## config.mk

```make
export PLATFORM = sky130hd
export DESIGN_NAME = swe_cmd_unit
export DESIGN_NICKNAME = d
export VERILOG_FILES = /design/src/inc/swe_pkg.sv /design/src/rtl/swe_fifo.sv /design/src/rtl/swe_cmd_unit.sv
export SDC_FILE = /design/constraint.sdc
export NUM_CORES = 1
export LEC_CHECK = 0
export BUFFER_PORTS_ARGS = -buffer_cell sky130_fd_sc_hd__buf_2
export CORE_MARGIN = 1.5
export CORE_UTILIZATION = 55
export CTS_CLUSTER_DIAMETER = 40
export DETAILED_ROUTE_END_ITERATION = 10
export PLACE_DENSITY_LB_ADDON = 0.15
export SYNTH_ARGS = -nofsm -noshare
export SYNTH_HDL_FRONTEND = slang
export SYNTH_SLANG_ARGS = --single-unit
```

## constraint.sdc

```tcl
create_clock -name clk -period 17 [get_ports clk]
set_input_delay 3.4 -clock clk [delete_from_list [all_inputs] [get_ports clk]]
set_output_delay 3.4 -clock clk [all_outputs]
set_load 0.1 [all_outputs]
```

## src/inc/swe_pkg.sv

```systemverilog
// shared constants of the single wire eeprom command unit
package swe_pkg;
	localparam int BYTE_W = 8;
	localparam int DATA_BYTES = 32;
	localparam int APP_BYTES = 8;
	localparam int ROM_BITS = 64;
	localparam int FIFO_DEPTH = 16;
	// rom selection commands
	localparam logic [7:0] ROM_READ = 8'h33;
	localparam logic [7:0] ROM_MATCH = 8'h55;
	localparam logic [7:0] ROM_SKIP = 8'hcc;
	localparam logic [7:0] ROM_SEARCH = 8'hf0;
	// memory function commands
	localparam logic [7:0] FN_WR_SCR = 8'h0f;
	localparam logic [7:0] FN_RD_SCR = 8'haa;
	localparam logic [7:0] FN_CP_SCR = 8'h55;
	localparam logic [7:0] FN_RD_MEM = 8'hf0;
	localparam logic [7:0] FN_WR_APP = 8'h99;
	localparam logic [7:0] FN_RD_STAT = 8'h66;
	localparam logic [7:0] FN_RD_APP = 8'hc3;
	localparam logic [7:0] FN_CP_LOCK = 8'h5a;
	// validation keys
	localparam logic [7:0] KEY_COPY = 8'ha5;
	localparam logic [7:0] KEY_STAT = 8'h00;
	// lock status byte values
	localparam logic [7:0] STAT_OPEN = 8'hff;
	localparam logic [7:0] STAT_LOCKED = 8'hfc;
	// eeprom program settle time
	localparam int PROG_TIME_US = 9000;
	localparam int CLK_MHZ = 100;
	localparam int PROG_CYCLES = PROG_TIME_US * CLK_MHZ;
	// arbitrary identity value
	localparam logic [63:0] ROM_CODE_DEF = 64'h00a1_b2c3_d4e5_f601;

	typedef enum logic [2:0] {
		BS_IDLE,
		BS_ROMCMD,
		BS_READROM,
		BS_MATCHROM,
		BS_SEARCH,
		BS_FUNC
	} swe_bus_t;

	typedef enum logic [2:0] {
		FS_CMD,
		FS_ADDR,
		FS_WRDATA,
		FS_RDDATA,
		FS_KEY,
		FS_STATUS,
		FS_HALT
	} swe_fn_t;
endpackage

```

## src/rtl/swe_fifo.sv

```systemverilog
// byte fifo between bit assembler and command engine
`timescale 1ns/1ns
module swe_fifo #(
	parameter int WIDTH = 8,
	parameter int DEPTH = 16
) (
	input  wire logic             clk,
	input  wire logic             srst,
	input  wire logic             flush,
	input  wire logic             inValid,
	output logic                  inReady,
	input  wire logic [WIDTH-1:0] inData,
	output logic                  outValid,
	input  wire logic             outReady,
	output logic      [WIDTH-1:0] outData
);
	localparam int AW = $clog2(DEPTH);

	logic [WIDTH-1:0] mem [DEPTH];
	logic [AW:0]      wrPtr_ff;
	logic [AW:0]      rdPtr_ff;
	logic             full;
	logic             empty;
	logic             push;
	logic             pop;

	assign empty = (wrPtr_ff == rdPtr_ff);
	assign full = (wrPtr_ff[AW-1:0] == rdPtr_ff[AW-1:0]) && !empty;
	assign inReady = !full;
	assign outValid = !empty;
	assign outData = mem[rdPtr_ff[AW-1:0]];
	assign push = inValid && !full;
	assign pop = outReady && !empty;

	always_ff @(posedge clk) begin
		if (push)
			mem[wrPtr_ff[AW-1:0]] <= inData;
	end

	always_ff @(posedge clk) begin
		if (srst || flush) begin
			wrPtr_ff <= '0;
			rdPtr_ff <= '0;
		end else begin
			if (push)
				wrPtr_ff <= wrPtr_ff + 1'b1;
			if (pop)
				rdPtr_ff <= rdPtr_ff + 1'b1;
		end
	end
endmodule

```

## src/rtl/swe_cmd_unit.sv

```systemverilog
// rom selection and memory function command layer
`timescale 1ns/1ns
// Function
// - read rom sends whole 64-bit code
// - match rom compares 64 bits, then function
// - mismatch idles until next bus reset
// - skip rom goes straight to function
// - search rom joins enumeration per bit
// - write scratchpad stores, increments, wraps 1Fh
// - read scratchpad returns bytes, wraps 1Fh
// - copy with key programs whole scratchpad
// - read memory loads eeprom, then reads
// - read memory load done even without address
// - write application fills 8-byte scratchpad, wraps
// - locked register discards application writes
// - status returned only after zero key
// - status low two bits zero when locked
// - read application wraps 8, source by lock
// - copy and lock copies and protects together
// - reset instead of key cancels lock
// - copy and lock succeeds only once
// - bus reset aborts any transfer
// - order reset, rom command, function command
// - rom commands are exactly 8 bits
// - status FFh unlocked, FCh locked
module swe_cmd_unit
	import swe_pkg::*;
#(
	parameter logic [63:0] ROM_CODE = swe_pkg::ROM_CODE_DEF,
	parameter int          PROG_CNT = swe_pkg::PROG_CYCLES,
	parameter int          FDEPTH = swe_pkg::FIFO_DEPTH
) (
	input  wire logic clk,
	input  wire logic srst,
	input  wire logic busReset,
	input  wire logic writeSlot,
	input  wire logic writeBit,
	input  wire logic readSlot,
	output logic      readBit,
	output logic      readBitValid,
	output logic      progActive,
	output logic      appLocked,
	output logic      rxOverflow
);
	import swe_pkg::*;

	localparam int PCW = $clog2(PROG_CNT + 1);

	swe_bus_t   busState_ff;
	swe_fn_t    fnState_ff;
	logic [7:0] rxShift_ff;
	logic [2:0] rxCnt_ff;
	logic [5:0] romBit_ff;
	logic [1:0] srchPh_ff;
	logic       pendValid_ff;
	logic [7:0] pendByte_ff;
	logic       ovf_ff;
	logic [7:0] txShift_ff;
	logic [3:0] txCnt_ff;
	logic       readBit_ff;
	logic       readBitValid_ff;
	logic [7:0] cmd_ff;
	logic [4:0] addr_ff;
	logic       locked_ff;
	logic [PCW-1:0] progCnt_ff;
	logic       progActive_ff;

	logic [7:0] scratch [DATA_BYTES];
	logic [7:0] eeprom  [DATA_BYTES];
	logic [7:0] appScr  [APP_BYTES];
	logic [7:0] appReg  [APP_BYTES];

	logic [7:0] rxByte;
	logic       byteDone;
	logic       romBitVal;
	logic       fifoInReady;
	logic       fifoOutValid;
	logic [7:0] fifoOutData;
	logic       engReady;
	logic       engTake;
	logic       txLoad;
	logic [7:0] txByte;
	logic       doLoadMem;
	logic       doCopyScr;
	logic       doCopyApp;
	logic [7:0] statByte;

	assign rxByte = {writeBit, rxShift_ff[7:1]};
	assign byteDone = writeSlot && (rxCnt_ff == 3'd7);
	assign romBitVal = ROM_CODE[romBit_ff];
	assign statByte = locked_ff ? STAT_LOCKED : STAT_OPEN;

	// bit assembler and rom phase
	always_ff @(posedge clk) begin
		if (srst) begin
			busState_ff <= BS_IDLE;
			rxShift_ff <= 8'h00;
			rxCnt_ff <= 3'd0;
			romBit_ff <= 6'd0;
			srchPh_ff <= 2'd0;
		end else if (busReset) begin
			busState_ff <= BS_ROMCMD;
			rxCnt_ff <= 3'd0;
			romBit_ff <= 6'd0;
			srchPh_ff <= 2'd0;
		end else begin
			if (writeSlot) begin
				rxShift_ff <= rxByte;
				rxCnt_ff <= rxCnt_ff + 3'd1;
			end
			unique case (busState_ff)
				BS_IDLE: begin
				end
				BS_ROMCMD: begin
					if (byteDone) begin
						if (rxByte == ROM_READ)
							busState_ff <= BS_READROM;
						else if (rxByte == ROM_MATCH)
							busState_ff <= BS_MATCHROM;
						else if (rxByte == ROM_SKIP)
							busState_ff <= BS_FUNC;
						else if (rxByte == ROM_SEARCH)
							busState_ff <= BS_SEARCH;
						else
							busState_ff <= BS_IDLE;
					end
				end
				BS_READROM: begin
					if (readSlot) begin
						romBit_ff <= romBit_ff + 6'd1;
						if (romBit_ff == 6'd63)
							busState_ff <= BS_FUNC;
					end
				end
				BS_MATCHROM: begin
					if (writeSlot) begin
						romBit_ff <= romBit_ff + 6'd1;
						if (writeBit != romBitVal)
							busState_ff <= BS_IDLE;
						else if (romBit_ff == 6'd63)
							busState_ff <= BS_FUNC;
					end
				end
				BS_SEARCH: begin
					if (readSlot && srchPh_ff != 2'd2)
						srchPh_ff <= srchPh_ff + 2'd1;
					if (writeSlot && srchPh_ff == 2'd2) begin
						srchPh_ff <= 2'd0;
						romBit_ff <= romBit_ff + 6'd1;
						if (writeBit != romBitVal)
							busState_ff <= BS_IDLE;
						else if (romBit_ff == 6'd63)
							busState_ff <= BS_FUNC;
					end
				end
				BS_FUNC: begin
				end
			endcase
			if (busState_ff != BS_ROMCMD && busState_ff != BS_FUNC)
				rxCnt_ff <= 3'd0;
		end
	end

	// completed function bytes wait here for the fifo
	always_ff @(posedge clk) begin
		if (srst || busReset) begin
			pendValid_ff <= 1'b0;
			pendByte_ff <= 8'h00;
			ovf_ff <= 1'b0;
		end else begin
			if (pendValid_ff && fifoInReady)
				pendValid_ff <= 1'b0;
			if (byteDone && busState_ff == BS_FUNC) begin
				pendByte_ff <= rxByte;
				pendValid_ff <= 1'b1;
				if (pendValid_ff && !fifoInReady)
					ovf_ff <= 1'b1;
			end
		end
	end

	swe_fifo #(
		.WIDTH (BYTE_W),
		.DEPTH (FDEPTH)
	) u_fifo (
		.clk      (clk),
		.srst     (srst),
		.flush    (busReset),
		.inValid  (pendValid_ff),
		.inReady  (fifoInReady),
		.inData   (pendByte_ff),
		.outValid (fifoOutValid),
		.outReady (engReady),
		.outData  (fifoOutData)
	);

	// engine stalls the fifo while eeprom programs
	assign engReady = !progActive_ff;
	assign engTake = fifoOutValid && engReady;
	assign txLoad = (busState_ff == BS_FUNC) && (txCnt_ff == 4'd0)
		&& (fnState_ff == FS_RDDATA || fnState_ff == FS_STATUS)
		&& !busReset;

	always_comb begin
		txByte = statByte;
		if (fnState_ff == FS_RDDATA) begin
			if (cmd_ff == FN_RD_APP)
				txByte = locked_ff ? appReg[addr_ff[2:0]]
					: appScr[addr_ff[2:0]];
			else
				txByte = scratch[addr_ff];
		end
	end

	assign doLoadMem = engTake && fnState_ff == FS_CMD
		&& fifoOutData == FN_RD_MEM;
	assign doCopyScr = engTake && fnState_ff == FS_KEY
		&& cmd_ff == FN_CP_SCR && fifoOutData == KEY_COPY;
	assign doCopyApp = engTake && fnState_ff == FS_KEY && !locked_ff
		&& cmd_ff == FN_CP_LOCK && fifoOutData == KEY_COPY;

	// function command engine
	always_ff @(posedge clk) begin
		if (srst || busReset) begin
			fnState_ff <= FS_CMD;
			cmd_ff <= 8'h00;
			addr_ff <= 5'd0;
		end else begin
			if (txLoad)
				addr_ff <= addr_ff + 5'd1;
			if (engTake) begin
				unique case (fnState_ff)
					FS_CMD: begin
						cmd_ff <= fifoOutData;
						unique case (fifoOutData)
							FN_WR_SCR, FN_RD_SCR, FN_RD_MEM,
							FN_WR_APP, FN_RD_APP:
								fnState_ff <= FS_ADDR;
							FN_CP_SCR, FN_CP_LOCK, FN_RD_STAT:
								fnState_ff <= FS_KEY;
							default:
								fnState_ff <= FS_HALT;
						endcase
					end
					FS_ADDR: begin
						addr_ff <= fifoOutData[4:0];
						if (cmd_ff == FN_WR_SCR || cmd_ff == FN_WR_APP)
							fnState_ff <= FS_WRDATA;
						else
							fnState_ff <= FS_RDDATA;
					end
					FS_WRDATA: begin
						addr_ff <= addr_ff + 5'd1;
					end
					FS_KEY: begin
						if (cmd_ff == FN_RD_STAT && fifoOutData == KEY_STAT)
							fnState_ff <= FS_STATUS;
						else
							fnState_ff <= FS_HALT;
					end
					FS_RDDATA, FS_STATUS, FS_HALT: begin
					end
				endcase
			end
		end
	end

	// scratchpad, eeprom and application storage
	always_ff @(posedge clk) begin
		if (engTake && fnState_ff == FS_WRDATA) begin
			if (cmd_ff == FN_WR_SCR)
				scratch[addr_ff] <= fifoOutData;
			else if (!locked_ff)
				appScr[addr_ff[2:0]] <= fifoOutData;
		end
		if (doLoadMem)
			scratch <= eeprom;
		if (doCopyScr)
			eeprom <= scratch;
		if (doCopyApp)
			appReg <= appScr;
	end

	always_ff @(posedge clk) begin
		if (srst)
			locked_ff <= 1'b0;
		else if (doCopyApp)
			locked_ff <= 1'b1;
	end

	// program timer; master keeps the line up meanwhile
	always_ff @(posedge clk) begin
		if (srst) begin
			progCnt_ff <= '0;
			progActive_ff <= 1'b0;
		end else if (doCopyScr || doCopyApp) begin
			progCnt_ff <= PCW'(PROG_CNT - 1);
			progActive_ff <= 1'b1;
		end else if (progCnt_ff != '0) begin
			progCnt_ff <= progCnt_ff - 1'b1;
		end else begin
			progActive_ff <= 1'b0;
		end
	end

	// transmit byte register, shifted out lsb first
	always_ff @(posedge clk) begin
		if (srst || busReset) begin
			txShift_ff <= 8'hff;
			txCnt_ff <= 4'd0;
		end else if (txLoad) begin
			txShift_ff <= txByte;
			txCnt_ff <= 4'd8;
		end else if (readSlot && busState_ff == BS_FUNC
			&& txCnt_ff != 4'd0) begin
			txShift_ff <= {1'b1, txShift_ff[7:1]};
			txCnt_ff <= txCnt_ff - 4'd1;
		end
	end

	// answer to read slots in rom read, search and function phases
	always_ff @(posedge clk) begin
		if (srst || busReset) begin
			readBit_ff <= 1'b1;
			readBitValid_ff <= 1'b0;
		end else begin
			readBitValid_ff <= 1'b0;
			if (readSlot) begin
				unique case (busState_ff)
					BS_READROM: begin
						readBit_ff <= romBitVal;
						readBitValid_ff <= 1'b1;
					end
					BS_SEARCH: begin
						if (srchPh_ff != 2'd2) begin
							readBit_ff <= romBitVal ^ srchPh_ff[0];
							readBitValid_ff <= 1'b1;
						end
					end
					BS_FUNC: begin
						if (txCnt_ff != 4'd0) begin
							readBit_ff <= txShift_ff[0];
							readBitValid_ff <= 1'b1;
						end
					end
					default: begin
					end
				endcase
			end
		end
	end

	assign readBit = readBit_ff;
	assign readBitValid = readBitValid_ff;
	assign progActive = progActive_ff;
	assign appLocked = locked_ff;
	assign rxOverflow = ovf_ff;
endmodule

```

* After elaboration in Yosys (flattened, before gate mapping)
Memories as Yosys holds them, arrays and structs flattened. A register that Yosys moved wholly into a read port is not among the register bits.
Cells that the tools add are included.
** Word-level totals
- Output and inout port bits :: 5
- ROM bits :: 64
- Logic and storage cells :: 313
- Input port bits :: 6
- Memories kept :: 2
- Register bits after elaboration :: 734
- RAM bits :: 128
** Cells by class
- Reductions and logical operators :: 69
- Bitwise gates (word level) :: 7
- Muxes and demuxes :: 70
- Order comparisons :: 5
- Equality and inequality tests :: 49
- $add $sub $neg :: 8
** Memories
- u_fifo.mem :: words 16, width 8, read ports 1, clocked after memory_dff 1, write ports 1, line swe_fifo.sv:19 : logic [WIDTH-1:0] mem [DEPTH];
- (name not given) :: words 64, width 1, read ports 1, clocked after memory_dff 1, write ports 0, line swe_cmd_unit.sv:90 : assign romBitVal = ROM_CODE[romBit_ff];
** Operator list (number)
- $mux W256 :: 3
- $bwmux W256 :: 1
- $mux W8 :: 13
- $eq A8 B8 Y1 const B :: 9
- $bwmux W64 :: 1
- $eq A8 B7 Y1 const B :: 7
- $bmux W8 S3 :: 2
- $bmux W8 S5 :: 1
- $demux W8 S5 :: 1
- $mux W20 :: 2
- $mux W3 :: 10
- $mux W6 :: 5
- $logic_and A1 B1 Y1 :: 26
- $demux W8 S3 :: 1
- $reduce_bool A20 Y1 :: 1
- $sub A20 B1 Y20 const B :: 1
- $pmux W6 S3 :: 1
- $eq A8 B4 Y1 const B :: 2
- $mux W4 :: 4
- $add A5 B1 Y5 const B :: 3
- $eq A3 B3 Y1 const B :: 5
- $ne A3 B3 Y1 const B :: 5
- $ne A2 B2 Y1 const B :: 7
- $mux W1 :: 13
- 46 further kinds :: 84

* Logic depth before layout (Yosys ltp)
- Depth in word-level cells :: 9
- Gate-level depth with buffers :: 13
- Mapped depth without buffers :: 13

* By module
A second synthesis with hierarchy kept.
** Unflattened totals
- Cells, all modules :: 2401
- Area, all modules :: 36332.3 um^2
** Modules (own cells, without submodules)
- swe_cmd_unit :: seq. area each 20900.0 um^2, times used 1, area each 30515.5 um^2, cells an instance 2118
- swe_fifo :: seq. area each 4124.0 um^2, times used 1, area each 5816.8 um^2, cells an instance 283

* Least setup slack after synthesis
No wires, ideal clock.
- Path kind :: flip-flop to flip-flop
- From :: register with a tool-made name
- To :: register eeprom[0] (netlist bit) (enable)
- Data arrival time :: 12.783 ns
- Period minus slack after synthesis :: 13.659 ns
- Buffers on the path :: 3
- Path slack :: 3.341 ns
- Stages on the path, launching flop included :: 10
- Setup time :: 0.877 ns
- Data required time :: 16.123 ns
- Cell sequence :: dfxtp_1 -> buf_6 -> buf_12 -> buf_12 -> mux4_2 -> a22oi_2 -> nand2_2 -> nor4_4 -> nand4_1 -> nor2_1
** RTL lines
- to (signal assigned) :: line swe_cmd_unit.sv:279 : eeprom <= scratch;
- to (decl) :: line swe_cmd_unit.sv:69 : logic [7:0] eeprom [DATA_BYTES];

==> impl_results.rst <==
.. list-table::
   :header-rows: 1

   * - Metric
     - Value
   * - Input/output buffers
     - 10
   * - Synthesized cell area
     - between 30000 and 40000 sq um
   * - Share of layout cells above drive strength 1
     - 19.3%
   * - Floorplan die area
     - approximately 67000 sq um
   * - Switching Power
     - just over 0.001 W
   * - Kind of start point of the critical path
     - input port
   * - Max Slew Vio Count
     - 0
   * - H-tree level count
     - 3
   * - Nets@finish
     - 2204
   * - Biggest area contributors in the synthesized netlist
     - sky130_fd_sc_hd__edfxtp_1, sky130_fd_sc_hd__mux4_2, sky130_fd_sc_hd__dfxtp_1
   * - CTS Hold Buffers Added
     - 0
   * - Final worst path period need
     - roughly 5.6 ns
   * - RR Endpoint
     - eeprom[19]
   * - Crit path capture type
     - flop
   * - Overall track demand over capacity in global routing
     - between 20 and 25%
   * - Peak ir drop on the vdd network
     - between 0.1 and 0.15 mV
   * - Total gr overflow
     - 0
   * - Hold endpoint
     - eeprom[94]
   * - Setup clock skew after layout
     - approximately 0.018 ns
   * - CP max stage delay
     - 0.45 ns
   * - Floorplan die width
     - 258 um
   * - Setup repair after global routing missed its margin
     - false
   * - Worst r2r path cells
     - 10
   * - Placed instance area
     - ~37000 sq um
   * - Xor and xnor fraction of the mapped netlist area
     - less than 1%
   * - Number of global-route vias before repair
     - ~21000
   * - Most common flop cell mapped by yosys
     - sky130_fd_sc_hd__edfxtp_1
   * - Final total negative setup slack
     - 0 ns
   * - Compound-Gate Fraction of Synth Area
     - about 11%
   * - Wire length of the first global-routing pass
     - ~120000 um
   * - Largest net degree at the start of global routing
     - around 200
   * - Worst Hold Launch
     - scratch[94]
   * - Arrival time of the worst setup path
     - approximately 6.2 ns
   * - Via density
     - 6.47
   * - Initial standard-cell utilization of the core
     - a little under three fifths
   * - Number of nets still failing antenna checks after routing
     - 0
   * - Critical Path Slowest Stage Cell
     - sky130_fd_sc_hd__buf_4
   * - Final cycle utilization of the critical path
     - ~33%
   * - Num rows
     - 93
   * - Chip height
     - 258 um
   * - Data required time at the worst endpoint
     - ~18 ns
   * - Hold Path Stages
     - 0
   * - Number of register bits inferred by synthesis
     - around 870
   * - Status
     - finished, final reports clean
   * - Area added between synthesis and finish
     - 13.7%
   * - Routability cong.
     - approximately 0.84
   * - Clock slew at the register clock pins of the worst setup and hold paths
     - roughly 0.06 ns
   * - FFs w/ async S/R, synth
     - 0%
   * - Initial antenna violation count
     - 0
   * - Floorplan Core Area
     - 64500 sq um
   * - Resize count post-CTS
     - 0
   * - Syn. warnings
     - 0
   * - Synth Area per Inst
     - between 15 and 20 sq um
   * - Post-Synth Simple-Gate Area
     - 5.17%
   * - Inserted Clock Buffers
     - 120
   * - Total number of clock tree sinks
     - 866
   * - Proportion of total power due to net switching
     - 20.9%
   * - Initial DRT Pass Iterations
     - 6
   * - Worst path buffer plus inverter count
     - 3
   * - Post-synthesis adder-cell area fraction
     - 0.699%
   * - Post-route design area
     - 40700 sq um
   * - Total setup buffers inserted after CTS
     - 0
   * - Fmax
     - around 180 MHz
   * - Relative contribution of sequential cells to total power
     - between 40% and 50%
   * - Area share of the largest cell type after synthesis
     - between 60% and 70%
   * - Pint
     - slightly below 0.004 W
   * - I/O pin count
     - 11
   * - Count of distinct cell types in the synthesized netlist
     - 74
   * - Total nets after synthesis
     - about 2200
   * - Worst min path class
     - reg -> reg
   * - Clock share of power
     - between 50 and 60%
   * - Combinational family with the most area after synthesis
     - compound AO/OA/AOI/OAI gates
   * - Fraction of power consumed by combinational cells
     - 1.9%
   * - Seq/Total Area, Yosys
     - around 70%
   * - Routed wirelength normalized by instance count
     - between 20 and 30 um
   * - TritonCTS clock tree
     - yes
   * - Maximum buffer depth of the clock tree
     - 3
   * - Crit-path leading delay family
     - compound AO/OA/AOI/OAI gates
   * - Clk root buf
     - sky130_fd_sc_hd__clkbuf_16
   * - Clock latency reported for the late side of the worst-skew pair
     - approximately 0.68 ns
   * - DRT iter0 DRCs
     - 2094
   * - Vias
     - roughly 20000
   * - Final Routed Wirelength
     - around 81000 um
   * - Yosys top cell by area
     - sky130_fd_sc_hd__edfxtp_1
   * - Number of hold-slack violations in the final timing report
     - 0
   * - Flop-to-flop setup slack
     - approximately 12 ns
   * - Multiplexer area fraction after synthesis
     - 9.81%
   * - Endpoints failing setup
     - 0
   * - Cell area power density
     - around 120 nW/um^2
   * - Slew headroom
     - approximately 14%
   * - CP Cell Sequence
     - buf_2 -> or2_2 -> buf_4 -> a21oi_1 -> inv_1 -> ha_1 -> nor3_1 -> a31o_2 -> a221o_1 -> o21ai_0 -> o211ai_1 -> a22oi_1
   * - # DRC
     - 0
   * - Max-cap violation count
     - 0
   * - Top fanout value on the critical path
     - 52
   * - Path type of the worst setup path
     - in -> reg
   * - Measured slew at the worst slew-check pin
     - 1.28 ns
   * - DP HPWL
     - approximately 46000 um
   * - Count of flip-flops with a built-in enable after synthesis
     - around 770
   * - Leak Pwr
     - around 12 nW
   * - Number of standard cells after synthesis
     - 2156
-- worst max-delay path by stage --
| stage | cells after the start | start | end |
|---|---|---|---|
| 2_1_floorplan | 9 | flop | eeprom[0] |
| 5_1_grt | 12 | srst | romBitVal |
| 3_3_place_gp | 12 | srst | romBitVal |
| 3_5_place_dp | 12 | srst | romBitVal |
| 6_report | 12 | srst | romBitVal |
| 4_1_cts | 12 | srst | romBitVal |
-- worst reg2reg max path: cells and delay by family (launching register included) --
kind                   cells  cell delay, ns
buffers and inverters      4            2.76
and+or+nand+nor            3            0.98
muxes                      1            0.63
AOI/OAI and AO/OA          2            0.35
DFF                        1            0.31
-- power groups by stage --
stage | clock [W] | sequential, W | combinational, W
6_report | 0.00254 | 0.00231 | 0.0000956
5_1_grt | 0.00266 | 0.00231 | 0.000108
4_1_cts | 0.00258 | 0.00231 | 0.0000969
3_5_place_dp | 0 | 0.00235 | 0.0000954
3_3_place_gp | 0 | 0.00235 | 0.0000908
2_1_floorplan | 0 | 0.00235 | 0.0000796
-- synth_stat cells (all sizes together), types with 18 or more instances --
library cell and n:
edfxtp 768, nor2 135, a22o 129, a32o 128, mux4 128, dfxtp 98, clkbuf 94, nand2 90
a21oi 70, buf 68, mux2i 60, o31ai 35, nor3 27, o21ai 27, inv 25, nand2b 23
xnor2 23, ha 20, o22ai 20, nand3 18
-- cells by family after synthesis --
kind of cell / after synthesis
compound gates: 472
xor+xnor: 40
fa+ha+maj: 20
buf+inv: 187
flops: 866
mux: 190
simple gates: 381
-- per-stage QoR --
step	std cells	util, %	hold slack [ns]	power (W)	worst slack (ns)
2_1_floorplan	2156	-	0.421	0.00243	3.34
3_3_place_gp	2911	56.7	0.422	0.00244	10.81
3_5_place_dp	2911	56.7	0.428	0.00245	10.69
4_1_cts	3137	63.2	0.441	0.00498	11.41
5_1_grt	3137	63.2	0.452	0.00508	11.06
6_report	3138	63.2	0.442	0.00495	11.37
-- routing by layer --
layer | vias to the layer above | part of all wire (%) | global-route usage (%) | routed length, um
met2 | 852 | 48 | 38.8 | 39000
li1 | 8868 | - | - | -
met5 | - | 0 | 0 | 0
met3 | 150 | 7.1 | 4.57 | 5760
met1 | 10400 | 41 | 34.6 | 33500
met4 | 0 | 3.5 | 9.75 | 2870
-- cell usage in the layout, fill, tap and decap left out, types with 25 or more instances in the layout --
master,netlist,layout
sky130_fd_sc_hd__mux2i_1,60,60
sky130_fd_sc_hd__clkbuf_16,0,122
sky130_fd_sc_hd__a32o_1,128,128
sky130_fd_sc_hd__nand2_1,89,86
sky130_fd_sc_hd__nor2_1,134,132
sky130_fd_sc_hd__nor3_1,27,25
sky130_fd_sc_hd__a21oi_1,69,69
sky130_fd_sc_hd__buf_4,0,50
sky130_fd_sc_hd__a22o_1,129,129
sky130_fd_sc_hd__o31ai_1,35,26
sky130_fd_sc_hd__edfxtp_1,768,768
sky130_fd_sc_hd__mux4_2,126,126
sky130_fd_sc_hd__dfxtp_1,98,94
-- area by class of cell --
cell class | count | area (sq um)
Timing Repair Buffer | 62 | 465
Multi-Input combinational cell | 1103 | 9900
Antenna cell | 1 | 2.50
Fill cell | 4607 | 23700
Clock inverter | 89 | 1030
Tap cell | 855 | 1070
Sequential cell | 866 | 25000
Clock buffer | 137 | 3120
Inverter | 25 | 93.8
-- state kept, by name, indices dropped and copies added (netlist names), 6 cells and up, named ones only --
name	count
appReg	64
appScr	64
cmd_ff	8
eeprom	256
pendByte_ff	8
progCnt_ff	20
romBit_ff	6
rxShift_ff	7
scratch	256
txShift_ff	8
u_fifo.mem	128
No activity file was read; power rests on OpenSTA's default activity.
